--- src/hw/audio_timer_pkg.sv ---
// Shared constants and types for the audio timer block
package audio_timer_pkg;
   localparam int ADDR_W = 4;
   localparam logic [3:0] OFS_CH1_DIVISOR = 4'h0;
   localparam logic [3:0] OFS_CH1_TONE = 4'h1;
   localparam logic [3:0] OFS_SHARED_CONFIG = 4'h8;
   localparam logic [3:0] OFS_RESTART_STROBE = 4'h9;
   localparam logic [3:0] OFS_SERIAL_KEYBOARD = 4'hF;
   localparam int SLOW_TICK_CYCLES = 114;
   localparam int FAST_TICK_CYCLES = 28;
   localparam logic [6:0] SLOW_INIT = 7'h1F;
   localparam logic [6:0] FAST_INIT = 7'h06;
   localparam int INIT_HOLD_CYCLES = 7;
   localparam int RELOAD_DELAY = 3;
   localparam int RESTART_DELAY = 4;
   localparam int CFG_SLOW_BASE = 0;
   localparam int CFG_HP2 = 1;
   localparam int CFG_HP1 = 2;
   localparam int CFG_PAIR34 = 3;
   localparam int CFG_PAIR12 = 4;
   localparam int CFG_FULL3 = 5;
   localparam int CFG_FULL1 = 6;
   localparam int TONE_VOL_ONLY = 4;
   localparam int TONE_SQUARE = 5;
   localparam int TONE_POLY4 = 6;
   localparam int TONE_NO_MASK = 7;
   localparam logic [16:0] POLY17_SEED = 17'h1FFFF;
   localparam logic [8:0] POLY9_SEED = 9'h1FF;
   localparam logic [4:0] POLY5_SEED = 5'h1F;
   localparam logic [3:0] POLY4_SEED = 4'hF;
   typedef struct packed {
      logic wr;
      logic [ADDR_W-1:0] addr;
      logic [7:0] data;
   } bus_write_t;
   typedef struct packed {
      logic [3:0] ch4;
      logic [3:0] ch3;
      logic [3:0] ch2;
      logic [3:0] ch1;
   } volume_out_t;
endpackage

--- src/hw/audio_timer_channels.sv ---
// Four-channel audio timer, tone and noise block
// What this block does
// Only low four address bits decode; registers mirror through the block.
// Serial control bits 1:0 both zero enter initialization mode.
// Hold init seven cycles; slow and fast ticks fire 83 and 22 later.
// Zero serial clock select field resets serial circuitry.
// Each channel 8-bit countdown, divisor N divides by N+1, pulses on underflow.
// Config bit 0 picks 64KHz (0) or 15KHz (1) common base tick.
// Config bits 6 and 5 run timers 1 and 3 from system clock.
// Reload takes three cycles; full-rate period is N+4.
// Slow-tick timer period is N+1 ticks; reload delay absorbed.
// Config bits 4 and 3 pair timers 1-2 and 3-4 into 16 bits.
// Paired reload takes six cycles; full-rate pair period N+7. The code gives 264 cycles for N=259, not 266.
// Pairing uses raw timer pulses; low channel still outputs.
// Tone bit 5 picks square (1) or noise (0); square toggles.
// Tone bit 6 picks 4-bit (1) or 9/17-bit (0) noise.
// Tone bit 7 clear lets 5-bit noise mask timer pulses.
// Tone bits 3:0 volume output only while channel bit is one.
// Tone bit 4 forces output to one after high-pass stage.
// Config bits 2 and 1 high-pass channels 1 and 2 via 3 and 4.
// Disabled high-pass holds flip-flop at one, XOR still inverts.
// Any write to restart strobe reloads timers, sets output flip-flops.
// Timers reload four cycles after restart strobe.
// Restart strobe leaves slow tick phase untouched.
// Timers count only on their selected source tick.
// No reset pin; software must program registers before use. Here rstn still resets every register.
`timescale 1ns/1ps
module audio_timer_channels
   import audio_timer_pkg::*;
(
   input wire logic ref_clk,
   input wire logic rstn,
   input wire bus_write_t bus_wr,
   output volume_out_t volume_out,
   output logic [3:0] timer_pulse,
   output logic init_mode,
   output logic serial_reset
);
   logic [7:0] divisor_reg [4];
   logic [7:0] tone_reg [4];
   logic [7:0] config_reg;
   logic [7:0] serial_keyboard_control_reg;
   logic [6:0] slow_cnt_reg;
   logic [4:0] fast_cnt_reg;
   logic slow_tick;
   logic fast_tick;
   logic base_tick;
   logic [RESTART_DELAY-1:0] restart_pipe_reg;
   logic restart_now;
   logic [3:0] count_en;
   logic [3:0] uf;
   logic [3:0] borrow;
   logic [3:0] pair_reload;
   logic [3:0] out_ff_reg;
   logic [1:0] hp_ff_reg;
   logic [3:0] clock_out;
   logic [3:0] chan_bit;
   logic [16:0] poly17_reg;
   logic [8:0] poly9_reg;
   logic [4:0] poly5_reg;
   logic [3:0] poly4_reg;
   logic poly_big;
   logic [3:0] wr_div;
   logic [3:0] wr_tone;
   logic wr_cfg;
   logic wr_serial_keyboard_control;
   logic wr_restart;
   logic [7:0] load_val [4];

   // Low nibble only; upper address bits never reach the block
   always_comb begin
      wr_div = 4'h0;
      wr_tone = 4'h0;
      wr_cfg = 1'b0;
      wr_serial_keyboard_control = 1'b0;
      wr_restart = 1'b0;
      if (bus_wr.wr) begin
         case (bus_wr.addr)
            OFS_CH1_DIVISOR: wr_div[0] = 1'b1;
            OFS_CH1_DIVISOR + 4'h2: wr_div[1] = 1'b1;
            OFS_CH1_DIVISOR + 4'h4: wr_div[2] = 1'b1;
            OFS_CH1_DIVISOR + 4'h6: wr_div[3] = 1'b1;
            OFS_CH1_TONE: wr_tone[0] = 1'b1;
            OFS_CH1_TONE + 4'h2: wr_tone[1] = 1'b1;
            OFS_CH1_TONE + 4'h4: wr_tone[2] = 1'b1;
            OFS_CH1_TONE + 4'h6: wr_tone[3] = 1'b1;
            OFS_SHARED_CONFIG: wr_cfg = 1'b1;
            OFS_RESTART_STROBE: wr_restart = 1'b1;
            OFS_SERIAL_KEYBOARD: wr_serial_keyboard_control = 1'b1;
            default: wr_cfg = 1'b0;
         endcase
      end
   end

   always_ff @(posedge ref_clk or negedge rstn) begin
      if (!rstn) begin
         config_reg <= 8'h00;
      end else if (wr_cfg) begin
         config_reg <= bus_wr.data;
      end
   end

   // Contents are undefined to software; reset only for simulation sanity
   always_ff @(posedge ref_clk or negedge rstn) begin
      if (!rstn) begin
         serial_keyboard_control_reg <= 8'h00;
      end else if (wr_serial_keyboard_control) begin
         serial_keyboard_control_reg <= bus_wr.data;
      end
   end

   always_ff @(posedge ref_clk or negedge rstn) begin
      if (!rstn) begin
         for (int i = 0; i < 4; i++) divisor_reg[i] <= 8'h00;
      end else begin
         for (int i = 0; i < 4; i++) begin
            if (wr_div[i]) divisor_reg[i] <= bus_wr.data;
         end
      end
   end

   always_ff @(posedge ref_clk or negedge rstn) begin
      if (!rstn) begin
         for (int i = 0; i < 4; i++) tone_reg[i] <= 8'h00;
      end else begin
         for (int i = 0; i < 4; i++) begin
            if (wr_tone[i]) tone_reg[i] <= bus_wr.data;
         end
      end
   end

   assign init_mode = serial_keyboard_control_reg[1:0] == 2'b00;
   assign serial_reset = serial_keyboard_control_reg[5:3] == 3'b000;

   // Init preloads mid-cycle values so ticks land 83 and 22 after release
   always_ff @(posedge ref_clk or negedge rstn) begin
      if (!rstn) begin
         slow_cnt_reg <= SLOW_INIT;
      end else if (init_mode) begin
         slow_cnt_reg <= SLOW_INIT;
      end else if (slow_cnt_reg == 7'(SLOW_TICK_CYCLES - 1)) begin
         slow_cnt_reg <= 7'h00;
      end else begin
         slow_cnt_reg <= slow_cnt_reg + 7'h01;
      end
   end

   always_ff @(posedge ref_clk or negedge rstn) begin
      if (!rstn) begin
         fast_cnt_reg <= 5'(FAST_INIT);
      end else if (init_mode) begin
         fast_cnt_reg <= 5'(FAST_INIT);
      end else if (fast_cnt_reg == 5'(FAST_TICK_CYCLES - 1)) begin
         fast_cnt_reg <= 5'h00;
      end else begin
         fast_cnt_reg <= fast_cnt_reg + 5'h01;
      end
   end

   // Tick phase is untouched by the restart strobe
   assign slow_tick = !init_mode &&
      slow_cnt_reg == 7'(SLOW_TICK_CYCLES - 1);
   assign fast_tick = !init_mode &&
      fast_cnt_reg == 5'(FAST_TICK_CYCLES - 1);
   assign base_tick = config_reg[CFG_SLOW_BASE] ? slow_tick : fast_tick;

   always_ff @(posedge ref_clk or negedge rstn) begin
      if (!rstn) begin
         restart_pipe_reg <= '0;
      end else begin
         restart_pipe_reg <= {restart_pipe_reg[RESTART_DELAY-2:0],
            wr_restart};
      end
   end
   assign restart_now = restart_pipe_reg[RESTART_DELAY-1];

   // High timer of a pair counts low-timer borrows, not audio output
   always_comb begin
      count_en[0] = config_reg[CFG_FULL1] ? 1'b1 : base_tick;
      count_en[2] = config_reg[CFG_FULL3] ? 1'b1 : base_tick;
      count_en[1] = config_reg[CFG_PAIR12] ? uf[0] : base_tick;
      count_en[3] = config_reg[CFG_PAIR34] ? uf[2] : base_tick;
   end

   // Pair reload: low restarts only when the high timer borrows
   always_comb begin
      pair_reload = 4'h0;
      pair_reload[0] = config_reg[CFG_PAIR12] && borrow[1];
      pair_reload[2] = config_reg[CFG_PAIR34] && borrow[3];
   end

   // Paired low timer wraps to full scale, so the pair acts as 16 bits;
   // its own divisor is taken only at a pair reload or a restart
   always_comb begin
      for (int i = 0; i < 4; i++) begin
         load_val[i] = divisor_reg[i];
      end
      if (config_reg[CFG_PAIR12] && !restart_now && !pair_reload[0]) begin
         load_val[0] = 8'hFF;
      end
      if (config_reg[CFG_PAIR34] && !restart_now && !pair_reload[2]) begin
         load_val[2] = 8'hFF;
      end
   end

   // One counter per channel; sources differ only in count_en
   genvar g;
   generate
      for (g = 0; g < 4; g++) begin : g_ch
         channel_counter u_cnt (
            .ref_clk(ref_clk),
            .rstn(rstn),
            .divisor(load_val[g]),
            .count_en(count_en[g]),
            .reload_now(restart_now),
            .pair_reload(pair_reload[g]),
            .underflow(uf[g]),
            .borrow(borrow[g])
         );
      end
   endgenerate

   // Registered copy so outside logic never sees a combinational glitch
   always_ff @(posedge ref_clk or negedge rstn) begin
      if (!rstn) timer_pulse <= 4'h0;
      else timer_pulse <= uf;
   end

   // Noise generators are frozen in reset during init mode
   always_ff @(posedge ref_clk or negedge rstn) begin
      if (!rstn) begin
         poly17_reg <= POLY17_SEED;
      end else if (init_mode) begin
         poly17_reg <= POLY17_SEED;
      end else begin
         poly17_reg <= {poly17_reg[15:0], poly17_reg[16] ^ poly17_reg[11]};
      end
   end

   always_ff @(posedge ref_clk or negedge rstn) begin
      if (!rstn) begin
         poly9_reg <= POLY9_SEED;
      end else if (init_mode) begin
         poly9_reg <= POLY9_SEED;
      end else begin
         poly9_reg <= {poly9_reg[7:0], poly9_reg[8] ^ poly9_reg[3]};
      end
   end

   always_ff @(posedge ref_clk or negedge rstn) begin
      if (!rstn) begin
         poly5_reg <= POLY5_SEED;
      end else if (init_mode) begin
         poly5_reg <= POLY5_SEED;
      end else begin
         poly5_reg <= {poly5_reg[3:0], poly5_reg[4] ^ poly5_reg[2]};
      end
   end

   always_ff @(posedge ref_clk or negedge rstn) begin
      if (!rstn) begin
         poly4_reg <= POLY4_SEED;
      end else if (init_mode) begin
         poly4_reg <= POLY4_SEED;
      end else begin
         poly4_reg <= {poly4_reg[2:0], poly4_reg[3] ^ poly4_reg[2]};
      end
   end

   // Config bit 7 selects 9-bit instead of 17-bit noise
   assign poly_big = config_reg[7] ? poly9_reg[8] : poly17_reg[16];

   always_comb begin
      for (int i = 0; i < 4; i++) begin
         clock_out[i] = uf[i] &&
            (tone_reg[i][TONE_NO_MASK] || poly5_reg[4]);
      end
   end

   // Restart wins over a clocking in the same cycle: the strobe presets
   always_ff @(posedge ref_clk or negedge rstn) begin
      if (!rstn) begin
         out_ff_reg <= 4'hF;
      end else begin
         for (int i = 0; i < 4; i++) begin
            if (restart_now) begin
               out_ff_reg[i] <= 1'b1;
            end else if (clock_out[i]) begin
               if (tone_reg[i][TONE_SQUARE])
                  out_ff_reg[i] <= !out_ff_reg[i];
               else if (tone_reg[i][TONE_POLY4])
                  out_ff_reg[i] <= poly4_reg[3];
               else
                  out_ff_reg[i] <= poly_big;
            end
         end
      end
   end

   // High-pass sample flip-flops clocked by channels 3 and 4
   always_ff @(posedge ref_clk or negedge rstn) begin
      if (!rstn) begin
         hp_ff_reg[0] <= 1'b1;
      end else if (!config_reg[CFG_HP1]) begin
         hp_ff_reg[0] <= 1'b1;
      end else if (clock_out[2]) begin
         hp_ff_reg[0] <= out_ff_reg[0];
      end
   end

   always_ff @(posedge ref_clk or negedge rstn) begin
      if (!rstn) begin
         hp_ff_reg[1] <= 1'b1;
      end else if (!config_reg[CFG_HP2]) begin
         hp_ff_reg[1] <= 1'b1;
      end else if (clock_out[3]) begin
         hp_ff_reg[1] <= out_ff_reg[1];
      end
   end

   always_comb begin
      chan_bit[0] = out_ff_reg[0] ^ hp_ff_reg[0];
      chan_bit[1] = out_ff_reg[1] ^ hp_ff_reg[1];
      chan_bit[2] = out_ff_reg[2];
      chan_bit[3] = out_ff_reg[3];
      for (int i = 0; i < 4; i++) begin
         if (tone_reg[i][TONE_VOL_ONLY]) chan_bit[i] = 1'b1;
      end
   end

   // Volume is gated late so volume-only mode bypasses the inversion
   always_ff @(posedge ref_clk or negedge rstn) begin
      if (!rstn) begin
         volume_out <= '0;
      end else begin
         volume_out.ch1 <= chan_bit[0] ? tone_reg[0][3:0] : 4'h0;
         volume_out.ch2 <= chan_bit[1] ? tone_reg[1][3:0] : 4'h0;
         volume_out.ch3 <= chan_bit[2] ? tone_reg[2][3:0] : 4'h0;
         volume_out.ch4 <= chan_bit[3] ? tone_reg[3][3:0] : 4'h0;
      end
   end
endmodule

--- src/hw/channel_counter.sv ---
// One 8-bit countdown timer with delayed reload
`timescale 1ns/1ps
module channel_counter
   import audio_timer_pkg::*;
(
   input wire logic ref_clk,
   input wire logic rstn,
   input wire logic [7:0] divisor,
   input wire logic count_en,
   input wire logic reload_now,
   input wire logic pair_reload,
   output logic underflow,
   output logic borrow
);
   logic [7:0] count_reg;
   logic [1:0] wait_reg;
   logic pend_reg;

   // Underflow when zero meets an active source tick
   assign borrow = count_en && count_reg == 8'h00 && !pend_reg;

   always_ff @(posedge ref_clk or negedge rstn) begin
      if (!rstn) begin
         count_reg <= 8'h00;
         pend_reg <= 1'b0;
         wait_reg <= 2'h0;
      end else if (reload_now || pair_reload) begin
         count_reg <= divisor;
         pend_reg <= 1'b0;
         wait_reg <= 2'h0;
      end else if (pend_reg) begin
         // Reload settles three cycles after underflow
         wait_reg <= wait_reg + 2'h1;
         if (wait_reg == 2'(RELOAD_DELAY - 1)) begin
            count_reg <= divisor;
            pend_reg <= 1'b0;
         end
      end else if (borrow) begin
         pend_reg <= 1'b1;
         wait_reg <= 2'h0;
      end else if (count_en) begin
         count_reg <= count_reg - 8'h01;
      end
   end

   always_ff @(posedge ref_clk or negedge rstn) begin
      if (!rstn) underflow <= 1'b0;
      else underflow <= borrow;
   end
endmodule

--- config.mk ---
export PLATFORM = sky130hd
export DESIGN_NAME = audio_timer_channels
export DESIGN_NICKNAME = d
export VERILOG_FILES = /design/src/hw/audio_timer_pkg.sv /design/src/hw/audio_timer_channels.sv /design/src/hw/channel_counter.sv
export SDC_FILE = /design/constraint.sdc
export NUM_CORES = 1
export LEC_CHECK = 0
export ABC_AREA = 1
export BUFFER_PORTS_ARGS = -buffer_cell sky130_fd_sc_hd__buf_2
export CAP_MARGIN = 20
export CORE_UTILIZATION = 60
export DETAILED_ROUTE_END_ITERATION = 7
export GPL_TIMING_DRIVEN = 0
export PLACE_DENSITY = 0.78
export SYNTH_ARGS = -nofsm -noshare
export SYNTH_HDL_FRONTEND = slang
export SYNTH_SLANG_ARGS = --single-unit
export TNS_END_PERCENT = 100
--- constraint.sdc ---
create_clock -name ref_clk -period 2.2 [get_ports ref_clk]
set_input_delay 0 -clock ref_clk [delete_from_list [all_inputs] [get_ports ref_clk]]
set_output_delay 0 -clock ref_clk [all_outputs]
set_load 0.02 [all_outputs]
==> results.cfg, run 1 <==
[outcome]
outcome = finished clean

[floorplanning]
rows = 44
die_x_microns = 124
core_area_sq_um = 14500
start_util_pct = 61.7
die_area_sq_um = 15400
io_pins = 37
die_h_microns = 124

[clocking]
cts_inserted_buffers = 22
tritoncts = yes
clkLatencyLatePin_ns = 0.53
clk_pin_slew_ns = 0.06
cts_setup_buffers = 0
clock-root-buffer = clkbuf_16
cts.sinks = 202
htree_levels = 1
cts_buffer_depth = 3

[critical_path]
critPathSlowestCell = dfstp_2
r2r_slack_ns = 0.18
critPathMostFrequentCell = nand2_2
cp_data_arrival_time_ns = 2.46
worstSetupPathType = flop to flop
cp-start-kind = flop
worstPathRequired_ns = 2.64
max_stage_delay_ns = 0.53
crit_family = simple AND/OR/NAND/NOR gates
crit_buf_inv = 0
cp-end-kind = flop
cp_max_fo = 10
crit_chain = ha_1 > nand4_1 > nand2_2 > nand3_4 > nand2_2 > nand3_1 > nand2_2 > nand2_4 > nand2_4 > nand2_1 > nand2_1

[cells_and_area]
area_delta_synth_final_pct = 15.9
layout.nets = 1054
layout-drive-gt1-share_pct = 22.7
final_common_cell = nand2_1
final_core_util_pct = 71.5
fin_cells = 1225
final_cell_area_sq_um = 10400
diodes = 0
final_cell_mix = 193 x nand2_1, 154 x dfrtp_1, 113 x o21ai_0, 112 x inv_1, 59 x nor2_1

[synth]
syn_area_sq_um = 8960
syn-num-nets = 976
synth_ff_type = dfrtp_1
synthArstFlopShare_pct = 100
ys_ff_latch = 202
yosys.area.top_type_share_pct = 43.0
synthTopCellsByArea = dfrtp_1 43%, dfstp_2 14%, nand2_1 8.1%
ys_seq_area_share_pct = 57.1
synth_warnings = 0
yosys.area.top_type = dfrtp_1
synth_cell_types = 42
synth-edff-count = 0
synth.avg_cell_area_sq_um = 9.45
syn_inst = 948

[placement]
place_inst = 1169
gp_congestion = 0.849
dp.final_hpwl_microns = 12000
placed_area_sq_um = 9410
numPortBuffers = 36

[global_routing]
antenna_found_initial = 0
grt_remaining_overflow = 0
grt_usage_pct = 25.2
grt_pass1_wl_microns = 31500
grt_pass1_vias = 6393
grt_max_degree = 121

[power]
power.share.clock_pct = 28.8
pwr-share-comb_pct = 31.6
swShare_pct = 35.3
power.switching_mw = 4.91
p_int_mw = 9.02
peakVddDrop_uv = 854
p_leak_nw = 5.12
p_per_area_nw_per_um2 = 1340
fin_total_pwr_mw = 13.9
p_seq_share_pct = 39.6

[routing]
viasPerCell = 5.39
drt_wl_total_microns = 18800
via_count = 6598
drc_errors = 0
first_pass_iters = 5
wl_per_cell_microns = 15.3
drtIter0Drc = 515
ant_nets = 0

[timing]
fmax_mhz = 494
fin_skew_ns = 0.0348
slew_viol_final = 0
tightest_slew_ns = 0.628
hold_viol_final = 0
finalCritPeriodShare_pct = 91.9
timing.slew.headroom_pct = 58.0
min_period_ns = 2.02
holdWs_ns = 0.0691
setup_viol = 0
grt_setup_unrepaired = no

[min_path]
hold_class = input port to async pin

[job]
maxCapViolations = 0
-- cell usage after synthesis (2+ instances only) --
library cell and number:
a211oi_1 3, a21oi_1 22, a31oi_1 5, a32oi_1 2, buf_12 2, buf_2 4, clkbuf_1 11, dfrtp_1 154
dfstp_2 48, ha_1 13, inv_1 112, inv_2 10, nand2_1 193, nand2_2 17, nand2_4 14, nand3_1 46
nand3_2 3, nand4_1 8, nor2_1 59, nor2_2 3, nor2_4 7, nor3_1 5, nor3_2 3, o211ai_1 4
o21ai_0 113, o21ai_2 17, o21bai_1 2, o31ai_1 11, or2_2 32, xnor2_1 5, xor2_1 9
-- logic make-up after synthesis --
family	synth area share, %
xor+xnor	1.37
compound gates	11.7
flops	57.1
simple gates	21.5
mux	0.126
fa+ha+maj	1.82
buf+inv	6.42
-- layout make-up --
type / count / area [sq um]
timing repair buffer: 54 / 388
tap: 184 / 230
inverter: 124 / 467
clock buffer: 30 / 601
fill: 1057 / 4150
multi-input combinational: 604 / 3280
clock inverter: 9 / 200
buffer: 18 / 109
sequential: 202 / 5110
-- metrics by stage --
step,setup WS [ns],setup TNS (ns)
floorplan,0.455,0
global placement,-2.11,-366.63
detailed placement,0.240,0
CTS,0.152,0
global route,0.0186,0
finish,0.177,0
-- path summary, 6_finish.rpt --
check | startpoint | end | cells past startpoint
min | rstn | volume_out[7]$_DFF_PN0_ | 2
max reg2reg | fast_cnt_reg[1]$_DFF_PN1_ | g_ch[1].u_cnt.count_reg[7]$_DFFE_PN0P_ | 11
max | fast_cnt_reg[1]$_DFF_PN1_ | g_ch[1].u_cnt.count_reg[7]$_DFFE_PN0P_ | 11
max in group asynchronous | rstn | divisor_reg[28]$_DFFE_PN0P_ | 3
min in group ref_clk | bus_wr[3] | tone_reg[3]$_DFFE_PN0P_ | 4
min reg2reg | restart_pipe_reg[2]$_DFF_PN0_ | restart_pipe_reg[3]$_DFF_PN0_ | 0
-- timing repair --
action                                 CTS  global route
endpoints found under the hold margin  127             0
hold buffers                            17             0
setup endpoints to repair                0             1
gates resized for setup                  0             1
-- layer usage --
layer	track usage [%]	vias to the layer above	share of wire (%)
li1	-	3212	-
met1	36.2	3186	45
met2	40.5	164	48
met3	3.45	36	4.9
met4	6.80	0	2.3
met5	0	-	0
-- power groups by stage --
| stage | Sequential [mW] | Clock, mW | Combinational [mW] |
|---|---|---|---|
| 2_1_floorplan | 5.51 | 0 | 3.34 |
| 3_3_place_gp | 5.52 | 0 | 4.19 |
| 3_5_place_dp | 5.54 | 0 | 4.35 |
| 4_1_cts | 5.51 | 4.06 | 4.41 |
| 5_1_grt | 5.64 | 4.19 | 5.00 |
| 6_report | 5.52 | 4.01 | 4.40 |
Power figures use the tool's default switching activity.
==> run 2, diff against run 1 <==
Settings changed: CELL_PAD_IN_SITES_DETAIL_PLACEMENT from default to 1, CELL_PAD_IN_SITES_GLOBAL_PLACEMENT from default to 2, CORE_UTILIZATION 60 to 39, GPL_ROUTABILITY_DRIVEN from default to 0, PLACE_DENSITY 0.78 to default, PLACE_DENSITY_LB_ADDON from default to 0.1.
==> results.cfg, run 2 (same netlist as run 1, synthesis figures left out) <==
[outcome]
outcome = finished clean

[critical_path]
max_stage_delay_ns = 0.58
worstSetupPathType = input port to flop
cp-end-kind = flop
crit_buf_inv = 6
startpoint = bus_wr[8]
crit_family = buffers and inverters
worstPathRequired_ns = 2.63
crit_chain = dlygate4sd3_1 > buf_2 > inv_2 > nor2_1 > dlygate4sd3_1 > inv_2 > nor2_2 > nand2_1 > dlygate4sd3_1 > o21ai_0
critPathSlowestCell = dlygate4sd3_1
cp-start-kind = input port
cp_data_arrival_time_ns = 2.51
cp_max_fo = 7
rr_startpoint = slow_cnt_reg[0]$_DFF_PN1_
critPathMostFrequentCell = dlygate4sd3_1

[clocking]
cts.sinks = 202
postCtsHoldBufs = 16
cts_inserted_buffers = 24
clock-root-buffer = clkbuf_16
clkLatencyLatePin_ns = 0.51
cts_setup_buffers = 0
tritoncts = yes
ctsResizeCount = 0
cts_buffer_depth = 3
htree_levels = 1
clk_pin_slew_ns = 0.06

[timing]
finalSetupTns_ns = 0
finalCritPeriodShare_pct = 94.6
timing.slew.headroom_pct = 44.9
tightest_slew_ns = 0.827
fmax_mhz = 481
fin_skew_ns = 0.00757
slew_viol_final = 0
min_period_ns = 2.08
setup_viol = 0
holdWs_ns = 0.0151
grt_setup_unrepaired = no
hold_viol_final = 0

[placement]
numPortBuffers = 36
place_inst = 1270
dp.final_hpwl_microns = 14500

[routing]
drc_errors = 0
drt_wl_total_microns = 21400
first_pass_iters = 6
wl_per_cell_microns = 16.1
viasPerCell = 4.94
via_count = 6564
ant_nets = 0
drtIter0Drc = 253

[power]
p_leak_nw = 5.18
fin_total_pwr_mw = 14.3
p_per_area_nw_per_um2 = 1350
peakVddDrop_uv = 577

[min_path]
hold_start = bus_wr[4]
hold_class = input port to flop

[cells_and_area]
multi_input_area_sq_um = 3270
diodes = 0
final_cell_mix = 193 x nand2_1, 154 x dfrtp_1, 113 x o21ai_0, 112 x inv_1, 59 x nor2_1
seqCellArea_sq_um = 5110
layout.nets = 1055
fin_cells = 1329
layout-drive-gt1-share_pct = 23.5
final_common_cell = nand2_1
area_delta_synth_final_pct = 18.1
fillers = 2621

[global_routing]
grt_max_degree = 111
grt_pass1_wl_microns = 36000
grt_usage_pct = 19.1
antenna_found_initial = 0
grt_pass1_vias = 6816
grt_remaining_overflow = 0

[job]
maxCapViolations = 0

[floorplanning]
core_area_sq_um = 22600
die_area_sq_um = 23600
die_h_microns = 154
start_util_pct = 39.7
rows = 55
io_pins = 37
die_x_microns = 154
-- run 2: path summary, 6_finish.rpt --
kind,to,slack (ns),depth (start not counted)
max,tone_reg[11]$_DFFE_PN0P_,0.12,10
min reg2reg,restart_pipe_reg[3]$_DFF_PN0_,0.35,0
min,tone_reg[4]$_DFFE_PN0P_,0.02,3
max in group asynchronous,out_ff_reg[2]$_DFFE_PN1P_,1.09,3
max reg2reg,g_ch[1].u_cnt.count_reg[7]$_DFFE_PN0P_,0.20,13
min in group asynchronous,g_ch[2].u_cnt.count_reg[3]$_DFFE_PN0P_,0.15,2
-- run 2: per-stage QoR --
stage	cell area, sq um	utilization [%]	setup slack, ns
3_3_place_gp	9500	42.1	-2.43
2_1_floorplan	8960	-	0.455
6_report	10600	46.9	0.120
3_5_place_dp	9540	42.2	0.174
4_1_cts	10600	46.9	0.155
5_1_grt	10600	46.9	0.00303
-- run 2: layout make-up --
class / count / share of cell area, %
tap: 285 / 3.37
inverter: 124 / 4.41
multi-input combinational: 604 / 30.9
buffer: 18 / 1.03
clock buffer: 31 / 6.81
clock inverter: 12 / 1.55
timing repair buffer: 53 / 3.57
sequential: 202 / 48.3
-- run 2: tightest hold or removal path: stages --
cell and delay, ns:
buf_2 0.10, clkinv_1 0.28, a21oi_1 0.11
-- run 2: layer usage --
| layer | global-route usage [%] | up-vias | part of all wire [%] |
|---|---|---|---|
| li1 | - | 3207 | - |
| met1 | 28.0 | 3228 | 50 |
| met2 | 29.9 | 96 | 45 |
| met3 | 2.68 | 33 | 3.4 |
| met4 | 4.67 | 0 | 1.8 |
| met5 | 0 | - | 0 |
-- run 2: power by group --
part	internal (mW)	switching, mW	total, mW
clock	2.78	1.58	4.36
sequential	4.82	0.701	5.52
combinational	1.68	2.75	4.43
